**src/inc/sbw_pkg.sv**
```systemverilog
// package: constants and types for the staged boot/runtime watchdog
package sbw_pkg;
  // ****************************************************************
  // tick and timing
  // ****************************************************************
  localparam int unsigned CLK_HZ      = 10_000_000;
  localparam int unsigned TICK_SEC    = 1;
  localparam int unsigned TICK_CYCLES = CLK_HZ * TICK_SEC;
  localparam logic [15:0] CNT_RESET   = 16'h0000;

  // ****************************************************************
  // selector encodings
  // ****************************************************************
  // boot timeout: 0 disabled, 1..6 = 30s,1m,2m,5m,10m,30m
  localparam logic [2:0] BOOT_OFF = 3'h0;
  // start delay: 0 disabled, 1..7 = 10s,30s,1m,2m,5m,10m,30m
  localparam logic [2:0] DLY_OFF  = 3'h0;
  // stage timeout: 0..9 = 1s,2s,5s,10s,30s,1m,2m,5m,10m,30m

  typedef enum logic [1:0] {
    SBW_MODE_OFF    = 2'h0,
    SBW_MODE_ONCE   = 2'h1,
    SBW_MODE_SINGLE = 2'h2,
    SBW_MODE_REPEAT = 2'h3
  } sbw_mode_t;

  typedef enum logic [1:0] {
    SBW_EV_OFF   = 2'h0,
    SBW_EV_ACPI  = 2'h1,
    SBW_EV_RESET = 2'h2,
    SBW_EV_PWR   = 2'h3
  } sbw_event_t;

  // gray along idle -> delay -> stage1 -> stage2 -> stage3
  typedef enum logic [2:0] {
    SBW_IDLE  = 3'h0,
    SBW_DELAY = 3'h1,
    SBW_ST1   = 3'h3,
    SBW_ST2   = 3'h2,
    SBW_ST3   = 3'h6,
    SBW_DONE  = 3'h7
  } sbw_state_t;
endpackage

```
**src/logic/sbw_tick.sv**
```systemverilog
// one-second tick generator from the system clock
module sbw_tick #(
  parameter int unsigned TICK_CYCLES = sbw_pkg::TICK_CYCLES
) (
  input  wire logic ref_clk,
  input  wire logic rst,
  output logic      tick
);
  // ****************************************************************
  // elaboration check
  // ****************************************************************
  if (TICK_CYCLES < 2 || TICK_CYCLES > 32'h0100_0000) begin : g_chk
    $error("tick cycles out of range");
  end

  typedef struct packed {
    logic [23:0] cnt;
    logic        tick;
  } sbw_tick_t;

  sbw_tick_t st_ff;
  sbw_tick_t nxt_st;

  always_comb begin
    nxt_st = st_ff;
    nxt_st.tick = 1'b0;
    if (st_ff.cnt == 24'(TICK_CYCLES - 1)) begin
      nxt_st.cnt  = 24'h00_0000;
      nxt_st.tick = 1'b1;
    end else begin
      nxt_st.cnt = st_ff.cnt + 24'h00_0001;
    end
  end

  always_ff @(posedge ref_clk) begin
    if (rst) begin
      st_ff <= '0;
    end else begin
      st_ff <= nxt_st;
    end
  end

  assign tick = st_ff.tick;

  a_tick_period: assert property (@(posedge ref_clk) disable iff (rst)
    tick |=> !tick) else $error("tick not a single pulse");
endmodule

```
**src/logic/sbw_watchdog.sv**
```systemverilog
// staged boot-phase and runtime watchdog
module sbw_watchdog #(
  parameter int unsigned TICK_CYCLES = sbw_pkg::TICK_CYCLES
) (
  input  wire logic             ref_clk,
  input  wire logic             rst,
  input  wire logic [2:0]       boot_timeout_sel,
  input  wire logic             boot_pause_en,
  input  wire logic             post_active,
  input  wire logic             user_wait,
  input  wire logic             os_arm,
  input  wire sbw_pkg::sbw_mode_t  rt_mode,
  input  wire logic [2:0]       rt_delay_sel,
  input  wire sbw_pkg::sbw_event_t ev1_sel,
  input  wire sbw_pkg::sbw_event_t ev2_sel,
  input  wire sbw_pkg::sbw_event_t ev3_sel,
  input  wire logic [3:0]       tmo1_sel,
  input  wire logic [3:0]       tmo2_sel,
  input  wire logic [3:0]       tmo3_sel,
  input  wire logic             acpi_restart_sel,
  input  wire logic             sw_trigger,
  output logic                  sys_reset,
  output logic                  pwr_button,
  output logic                  overtemp_notify,
  output logic                  acpi_fatal,
  output logic                  rt_active,
  output logic [2:0]            rt_stage
);
  // ****************************************************************
  // decode functions (seconds)
  // ****************************************************************
  function automatic logic [15:0] boot_secs(input logic [2:0] s);
    case (s)
      3'h1:    boot_secs = 16'h001E;
      3'h2:    boot_secs = 16'h003C;
      3'h3:    boot_secs = 16'h0078;
      3'h4:    boot_secs = 16'h012C;
      3'h5:    boot_secs = 16'h0258;
      3'h6:    boot_secs = 16'h0708;
      default: boot_secs = 16'h0000;
    endcase
  endfunction

  function automatic logic [15:0] dly_secs(input logic [2:0] s);
    case (s)
      3'h1:    dly_secs = 16'h000A;
      3'h2:    dly_secs = 16'h001E;
      default: dly_secs = boot_secs(s - 3'h1);
    endcase
  endfunction

  function automatic logic [15:0] tmo_secs(input logic [3:0] s);
    case (s)
      4'h0:    tmo_secs = 16'h0001;
      4'h1:    tmo_secs = 16'h0002;
      4'h2:    tmo_secs = 16'h0005;
      4'h3:    tmo_secs = 16'h000A;
      4'h4:    tmo_secs = 16'h001E;
      4'h5:    tmo_secs = 16'h003C;
      4'h6:    tmo_secs = 16'h0078;
      4'h7:    tmo_secs = 16'h012C;
      4'h8:    tmo_secs = 16'h0258;
      default: tmo_secs = 16'h0708;
    endcase
  endfunction

  // ****************************************************************
  // tick and state
  // ****************************************************************
  logic tick;

  sbw_tick #(
    .TICK_CYCLES (TICK_CYCLES)
  ) u_tick (
    .ref_clk (ref_clk),
    .rst     (rst),
    .tick    (tick)
  );

  typedef struct packed {
    logic [15:0]          boot_cnt;
    logic                 boot_fired;
    sbw_pkg::sbw_state_t  st;
    logic [15:0]          cnt;
    logic                 sys_reset;
    logic                 pwr_button;
    logic                 overtemp;
    logic                 fatal;
  } sbw_st_t;

  sbw_st_t st_ff;
  sbw_st_t nxt_st;

  logic [1:0]  cur_ev;
  logic [15:0] cur_tmo;
  logic        stage_end;

  always_comb begin
    case (st_ff.st)
      sbw_pkg::SBW_ST1: begin
        cur_ev  = ev1_sel;
        cur_tmo = tmo_secs(tmo1_sel);
      end
      sbw_pkg::SBW_ST2: begin
        cur_ev  = ev2_sel;
        cur_tmo = tmo_secs(tmo2_sel);
      end
      default: begin
        cur_ev  = ev3_sel;
        cur_tmo = tmo_secs(tmo3_sel);
      end
    endcase
  end

  assign stage_end = tick && (st_ff.cnt + 16'h0001 >= cur_tmo);

  always_comb begin
    nxt_st            = st_ff;
    nxt_st.sys_reset  = 1'b0;
    nxt_st.pwr_button = 1'b0;
    nxt_st.overtemp   = 1'b0;
    nxt_st.fatal      = 1'b0;

    // boot-phase timer
    // code 7 decodes to zero seconds: treated as off, like code 0
    if (!post_active || boot_secs(boot_timeout_sel) == 16'h0000) begin
      nxt_st.boot_cnt   = sbw_pkg::CNT_RESET;
      nxt_st.boot_fired = 1'b0;
    end else if (!st_ff.boot_fired && tick && !(boot_pause_en && user_wait)) begin
      if (st_ff.boot_cnt + 16'h0001 >= boot_secs(boot_timeout_sel)) begin
        nxt_st.sys_reset  = 1'b1;
        nxt_st.boot_fired = 1'b1;
      end else begin
        nxt_st.boot_cnt = st_ff.boot_cnt + 16'h0001;
      end
    end

    // runtime watchdog
    case (st_ff.st)
      sbw_pkg::SBW_IDLE: begin
        if (os_arm && rt_mode != sbw_pkg::SBW_MODE_OFF) begin
          nxt_st.cnt = sbw_pkg::CNT_RESET;
          nxt_st.st  = (rt_delay_sel == sbw_pkg::DLY_OFF) ? sbw_pkg::SBW_ST1
                                                          : sbw_pkg::SBW_DELAY;
        end
      end
      sbw_pkg::SBW_DELAY: begin
        if (tick) begin
          if (st_ff.cnt + 16'h0001 >= dly_secs(rt_delay_sel)) begin
            nxt_st.cnt = sbw_pkg::CNT_RESET;
            nxt_st.st  = sbw_pkg::SBW_ST1;
          end else begin
            nxt_st.cnt = st_ff.cnt + 16'h0001;
          end
        end
      end
      sbw_pkg::SBW_ST1, sbw_pkg::SBW_ST2, sbw_pkg::SBW_ST3: begin
        if (sw_trigger) begin
          nxt_st.cnt = sbw_pkg::CNT_RESET;
          nxt_st.st  = (rt_mode == sbw_pkg::SBW_MODE_ONCE) ? sbw_pkg::SBW_DONE
                                                           : sbw_pkg::SBW_ST1;
        end else if (stage_end) begin
          nxt_st.cnt = sbw_pkg::CNT_RESET;
          case (cur_ev)
            sbw_pkg::SBW_EV_ACPI: begin
              nxt_st.overtemp = !acpi_restart_sel;
              nxt_st.fatal    = acpi_restart_sel;
            end
            sbw_pkg::SBW_EV_RESET: nxt_st.sys_reset  = 1'b1;
            sbw_pkg::SBW_EV_PWR:   nxt_st.pwr_button = 1'b1;
            // must not clear a boot reset raised in the same cycle
            default:               nxt_st.fatal      = 1'b0;
          endcase
          // last configured stage: next stage missing or disabled
          if ((st_ff.st == sbw_pkg::SBW_ST1 && ev2_sel != sbw_pkg::SBW_EV_OFF)) begin
            nxt_st.st = sbw_pkg::SBW_ST2;
          end else if (st_ff.st == sbw_pkg::SBW_ST2 && ev3_sel != sbw_pkg::SBW_EV_OFF) begin
            nxt_st.st = sbw_pkg::SBW_ST3;
          end else if (rt_mode == sbw_pkg::SBW_MODE_REPEAT) begin
            nxt_st.st = st_ff.st;
          end else begin
            nxt_st.st = sbw_pkg::SBW_DONE;
          end
        end else if (tick) begin
          nxt_st.cnt = st_ff.cnt + 16'h0001;
        end
      end
      sbw_pkg::SBW_DONE: nxt_st.st = sbw_pkg::SBW_DONE;
      default: nxt_st.st = sbw_pkg::SBW_IDLE;
    endcase
  end

  always_ff @(posedge ref_clk) begin
    if (rst) begin
      st_ff <= '0;
    end else begin
      st_ff <= nxt_st;
    end
  end

  assign sys_reset       = st_ff.sys_reset;
  assign pwr_button      = st_ff.pwr_button;
  assign overtemp_notify = st_ff.overtemp;
  assign acpi_fatal      = st_ff.fatal;
  assign rt_active       = st_ff.st != sbw_pkg::SBW_IDLE && st_ff.st != sbw_pkg::SBW_DONE;
  assign rt_stage        = st_ff.st;

  // ****************************************************************
  // checks
  // ****************************************************************
  a_once_stops: assert property (@(posedge ref_clk) disable iff (rst)
    (rt_active && st_ff.st != sbw_pkg::SBW_DELAY && sw_trigger
     && rt_mode == sbw_pkg::SBW_MODE_ONCE) |=> st_ff.st == sbw_pkg::SBW_DONE)
    else $error("one time trigger did not disable");
  a_trig_restart: assert property (@(posedge ref_clk) disable iff (rst)
    (rt_active && st_ff.st != sbw_pkg::SBW_DELAY && sw_trigger
     && rt_mode != sbw_pkg::SBW_MODE_ONCE) |=> st_ff.st == sbw_pkg::SBW_ST1 && st_ff.cnt == 16'h0)
    else $error("trigger did not restart stage one");
  a_boot_quiet: assert property (@(posedge ref_clk) disable iff (rst)
    (!post_active && st_ff.st == sbw_pkg::SBW_IDLE) |=> !sys_reset)
    else $error("boot reset outside self test");
  a_pause_hold: assert property (@(posedge ref_clk) disable iff (rst)
    (post_active && boot_pause_en && user_wait && $stable(boot_timeout_sel))
    |=> st_ff.boot_cnt == $past(st_ff.boot_cnt) || st_ff.boot_cnt == 16'h0)
    else $error("boot timer ran while paused");
  a_acpi_kind: assert property (@(posedge ref_clk) disable iff (rst)
    !(overtemp_notify && acpi_fatal)) else $error("both acpi actions");
  a_stage_adv: assert property (@(posedge ref_clk) disable iff (rst)
    (st_ff.st == sbw_pkg::SBW_ST1 && stage_end && !sw_trigger
     && ev2_sel != sbw_pkg::SBW_EV_OFF) |=> st_ff.st == sbw_pkg::SBW_ST2)
    else $error("stage two not entered");
  a_single_end: assert property (@(posedge ref_clk) disable iff (rst)
    (st_ff.st == sbw_pkg::SBW_ST3 && stage_end && !sw_trigger
     && rt_mode == sbw_pkg::SBW_MODE_SINGLE) |=> st_ff.st == sbw_pkg::SBW_DONE)
    else $error("single event did not stop");
  a_repeat_hold: assert property (@(posedge ref_clk) disable iff (rst)
    (st_ff.st == sbw_pkg::SBW_ST3 && stage_end && !sw_trigger
     && rt_mode == sbw_pkg::SBW_MODE_REPEAT) |=> st_ff.st == sbw_pkg::SBW_ST3)
    else $error("repeat left last stage");
  a_ev1_fires: assert property (@(posedge ref_clk) disable iff (rst)
    (st_ff.st == sbw_pkg::SBW_ST1 && stage_end && !sw_trigger)
    |=> sys_reset || pwr_button || overtemp_notify || acpi_fatal)
    else $error("stage one event missing");
  c_boot_reset: cover property (@(posedge ref_clk) post_active && sys_reset);
  c_stage3:     cover property (@(posedge ref_clk) st_ff.st == sbw_pkg::SBW_ST3);
  c_once_done:  cover property (@(posedge ref_clk)
    st_ff.st == sbw_pkg::SBW_DONE && rt_mode == sbw_pkg::SBW_MODE_ONCE);
endmodule

```
**config.mk**
```make
export PLATFORM = sky130hd
export DESIGN_NAME = sbw_watchdog
export DESIGN_NICKNAME = d
export VERILOG_FILES = /design/src/inc/sbw_pkg.sv /design/src/logic/sbw_tick.sv /design/src/logic/sbw_watchdog.sv
export SDC_FILE = /design/constraint.sdc
export NUM_CORES = 1
export LEC_CHECK = 0
export ABC_AREA = 1
export BUFFER_PORTS_ARGS = -buffer_cell sky130_fd_sc_hd__clkbuf_2
export CORE_MARGIN = 5
export CORE_UTILIZATION = 50
export CTS_CLUSTER_DIAMETER = 60
export DETAILED_ROUTE_END_ITERATION = 8
export PLACE_DENSITY = 0.8
export REMOVE_ABC_BUFFERS = 1
export SLEW_MARGIN = 20
export SYNTH_ARGS = -nofsm -noshare
export SYNTH_HDL_FRONTEND = slang
export SYNTH_SLANG_ARGS = --single-unit
```
**constraint.sdc**
```tcl
create_clock -name ref_clk -period 3.4 [get_ports ref_clk]
set_clock_uncertainty 0.2 [all_clocks]
set_input_delay 0.34 -clock ref_clk [delete_from_list [all_inputs] [get_ports ref_clk]]
set_output_delay 0.34 -clock ref_clk [all_outputs]
set_load 0.02 [all_outputs]
```
==> results.yml <==
run_status:
  status: "finished, final reports clean"
timing:
  setup_violations: 0
  max_freq_mhz: 318
  worst_pin_slew_ns: 0.587
  hold_violations: 0
  fin_crit_ns: 3.14
  relSlewSlack: 0.607
  holdWs_ns: 0.0985
  maxSlewViolCount: 0
  min_period_over_period: 0.925
  tns_ns: 0
cells_and_area:
  regArea_um2: 1300
  area_delta_synth_final_pct: 11.5
  drive_above_1_share: 0.118
  diodes: 0
  nFillCells: 883
  multi_input_area_um2: 2930
  fin_nets: 852
setup_path:
  r2r-end: "st_ff[14]$_SDFFE_PP0P_"
  r2r_start: "rt_stage[1]$_SDFFE_PP0P_"
  cp-start-kind: "register"
  slowest_delay_ns: 0.43
  path_class: "register to register"
  worstSetupEndpointType: "register"
  arrival_ns: 3.21
  rrSetupSlack_ns: 0.26
  cp_common_cell: "nand2_1"
  crit_path_top_delay_cell: "dfxtp_1"
  reg2regPathDepth: 23
  worst_ep_required_time_ns: 3.47
  crit_fanout: 7
  worstPathCellList: "nand2_1, nor2_1, buf_4, nand2_1, o31ai_1, o21ai_0, inv_1, ha_1, nand2_1, nand3b_1, nand2_1, nand2_1, nand2_1, nand2_1, nand2_1, nand2_1, nand2_1, nand3_1, nand2_2, nand2_4, nand2_4, nand2_1, a21oi_1"
global_routing:
  use_met2: 0.326
  grt_pass1_vias: 4444
  grt_start_max_net_pins: 28
  grtUsageTotal: 0.203
  gr-max-usage-layer: "met2"
  grt_pass1_wl_um: 19500
  antenna_found_initial: 0
  overflow: 0
  met1_usage: 0.270
  use_met3: 0.0444
floorplanning:
  rows: 35
  die_x_um: 107
  io_pins: 42
  dieHeight_um: 107
  initial_core_util: 0.513
  dieArea_um2: 11500
  coreArea_um2: 9240
yosys:
  synth-async-reset-ratio: 0
  synth_ff_type: "dfxtp_1"
  synth_area_leader_cell: "dfxtp_1"
  ys_ff_latch: 65
  synth_cell_types: 45
  synthTopCellsByArea: "dfxtp_1 27%, nand2_1 13%, inv_1 9.6%, ha_1 8.2%, nor2_1 6.5%"
  synth_top_cell_area_share: 0.275
  synth-edff-count: 0
  syn_area_per_cell_um2: 6.40
  syn_inst: 740
  yosysWarnings: 0
  synth_area_um2: 4740
  synth-seq-area-share: 0.275
worst_hold_path:
  hold_end: "pwr_button$_SDFF_PP0_"
  hp-start: "ev3_sel[1]"
  min_path_cells: 3
  min_path_type: "input port to register"
routing:
  first_pass_iters: 5
  totalWireLength_um: 11400
  drc: 0
  final_antenna_net_count: 0
  via_per_inst: 5.36
  drt_iter0_markers: 327
  num_vias: 4925
  routedWlPerCell_um: 12.4
clock_tree:
  htreeDepth: 3
  cts_buffers: 9
  post-cts-setup-buffer-count: 0
  clk_latency_ns: 0.34
  clock-sinks: 65
  clk_pin_slew_ns: 0.07
  clk_path_buf_depth: 2
  tritoncts: "done"
  cts-root-buf: "clkbuf_8"
power_and_ir_drop:
  ir_drop_v: 0.000224
  power_leakage_nw: 2.39
  power_density_nw_per_um2: 456
placed_design:
  gp_congestion: 0.963
  portBuffers: 41
  dp_hpwl_um: 9060
run:
  drv_cap: 0
[sequential cells by signal, summed over array words and instances, names as in the netlist]
signal,count
pwr_button,1
acpi_fatal,1
u_tick.tick,1
overtemp_notify,1
u_tick.st_ff,24
st_ff,33
rt_stage,3
sys_reset,1
[cells by family after synthesis]
| group | Yosys count | synth area share |
|---|---|---|
| simple gates | 376 | 0.357 |
| flops | 65 | 0.275 |
| xor+xnor | 20 | 0.0370 |
| fa+ha+maj | 31 | 0.0819 |
| compound gates | 111 | 0.134 |
| buf+inv | 137 | 0.115 |
[worst max path at each step]
| stage | slack (ns) | from | to | depth (start not counted) |
|---|---|---|---|---|
| 3_3_place_gp | 0.40 | rt_stage[0]$_SDFFE_PP0P_ | st_ff[12]$_SDFFE_PP0P_ | 21 |
| 4_1_cts | 0.19 | rt_stage[2]$_SDFFE_PP0P_ | st_ff[14]$_SDFFE_PP0P_ | 22 |
| 3_5_place_dp | 0.19 | rt_stage[2]$_SDFFE_PP0P_ | st_ff[14]$_SDFFE_PP0P_ | 21 |
| 2_1_floorplan | 0.31 | rt_stage[1]$_SDFFE_PP0P_ | st_ff[12]$_SDFFE_PP0P_ | 20 |
| 6_report | 0.26 | rt_stage[1]$_SDFFE_PP0P_ | st_ff[14]$_SDFFE_PP0P_ | 23 |
| 5_1_grt | -0.02 | st_ff[5]$_SDFFE_PP0P_ | st_ff[8]$_SDFFE_PP0P_ | 19 |
[power breakdown]
group / internal (mW) / switching, mW / total (mW)
Combinational: 0.358 / 0.638 / 0.996
Sequential: 0.820 / 0.0663 / 0.886
Clock: 0.252 / 0.272 / 0.524
Total: 1.43 / 0.976 / 2.41
[placed cells by master (no fill, tap or decap), types with 9 or more instances in the layout]
cell type	Yosys	routed
nand4_1	26	26
dfxtp_1	65	63
nand2_1	166	165
xor2_1	19	18
nor3_1	26	26
a21oi_1	46	46
ha_1	31	31
nand3_1	46	45
nor2_1	82	79
clkbuf_8	0	9
inv_1	121	119
clkbuf_2	0	41
o21ai_0	34	33
[synthesized netlist by cell type (2+ instances only)]
| master | count |
|---|---|
| nor3_1 | 26 |
| or2_2 | 2 |
| a22o_1 | 2 |
| o31ai_1 | 5 |
| buf_6 | 2 |
| o21ai_0 | 34 |
| ha_1 | 31 |
| nor2_1 | 82 |
| buf_2 | 4 |
| nand3b_1 | 3 |
| nor2_2 | 3 |
| nor3b_1 | 7 |
| nor4_1 | 2 |
| dfxtp_1 | 65 |
| nand2_1 | 166 |
| nand2_2 | 4 |
| buf_4 | 3 |
| xor2_1 | 19 |
| nor3_2 | 4 |
| inv_1 | 121 |
| clkbuf_1 | 5 |
| a21oi_1 | 46 |
| nand4_1 | 26 |
| o21a_1 | 2 |
| a21boi_0 | 2 |
| nand3_1 | 46 |
| o22ai_1 | 4 |
| a31oi_1 | 7 |
[critical path, delay by kind of cell, from the launching register on]
family          cells  cell delay (ns)
fa+ha+maj           1             0.22
simple gates       17             1.42
buf+inv             2             0.26
compound gates      3             0.55
flops               1             0.43
[through the flow]
step	total power, mW	area (um^2)	worst slack [ns]	utilization	cells
2_1_floorplan	1.56	4650	0.306	-	725
3_3_place_gp	1.80	5080	0.399	0.549	903
3_5_place_dp	1.85	5080	0.192	0.549	903
4_1_cts	2.38	5240	0.191	0.567	918
5_1_grt	2.61	5280	-0.0213	0.572	919
6_report	2.41	5280	0.256	0.572	919
[cell type report]
cell class / instances / area share
Clock buffer: 10 / 0.0242
Clock inverter: 4 / 0.00426
Inverter: 122 / 0.0867
Multi-Input combinational cell: 539 / 0.555
Sequential cell: 65 / 0.247
Tap cell: 129 / 0.0306
Timing Repair Buffer: 50 / 0.0521
[per-layer routing]
metal,up-vias,routed length (um),share of wire
li1,2517,-,-
met1,2211,5200,0.45
met2,171,5260,0.46
met3,26,742,0.065
met4,0,230,0.020
met5,-,0,0
[timing repair]
| item | 4_1_cts | 5_1_grt |
|---|---|---|
| hold endpoints to repair | 1 | 0 |
| endpoints found under the setup margin | 0 | 17 |
| hold buffers | 1 | 0 |
| gates resized for setup | 0 | 14 |
No activity file was read; power rests on OpenSTA's default activity.
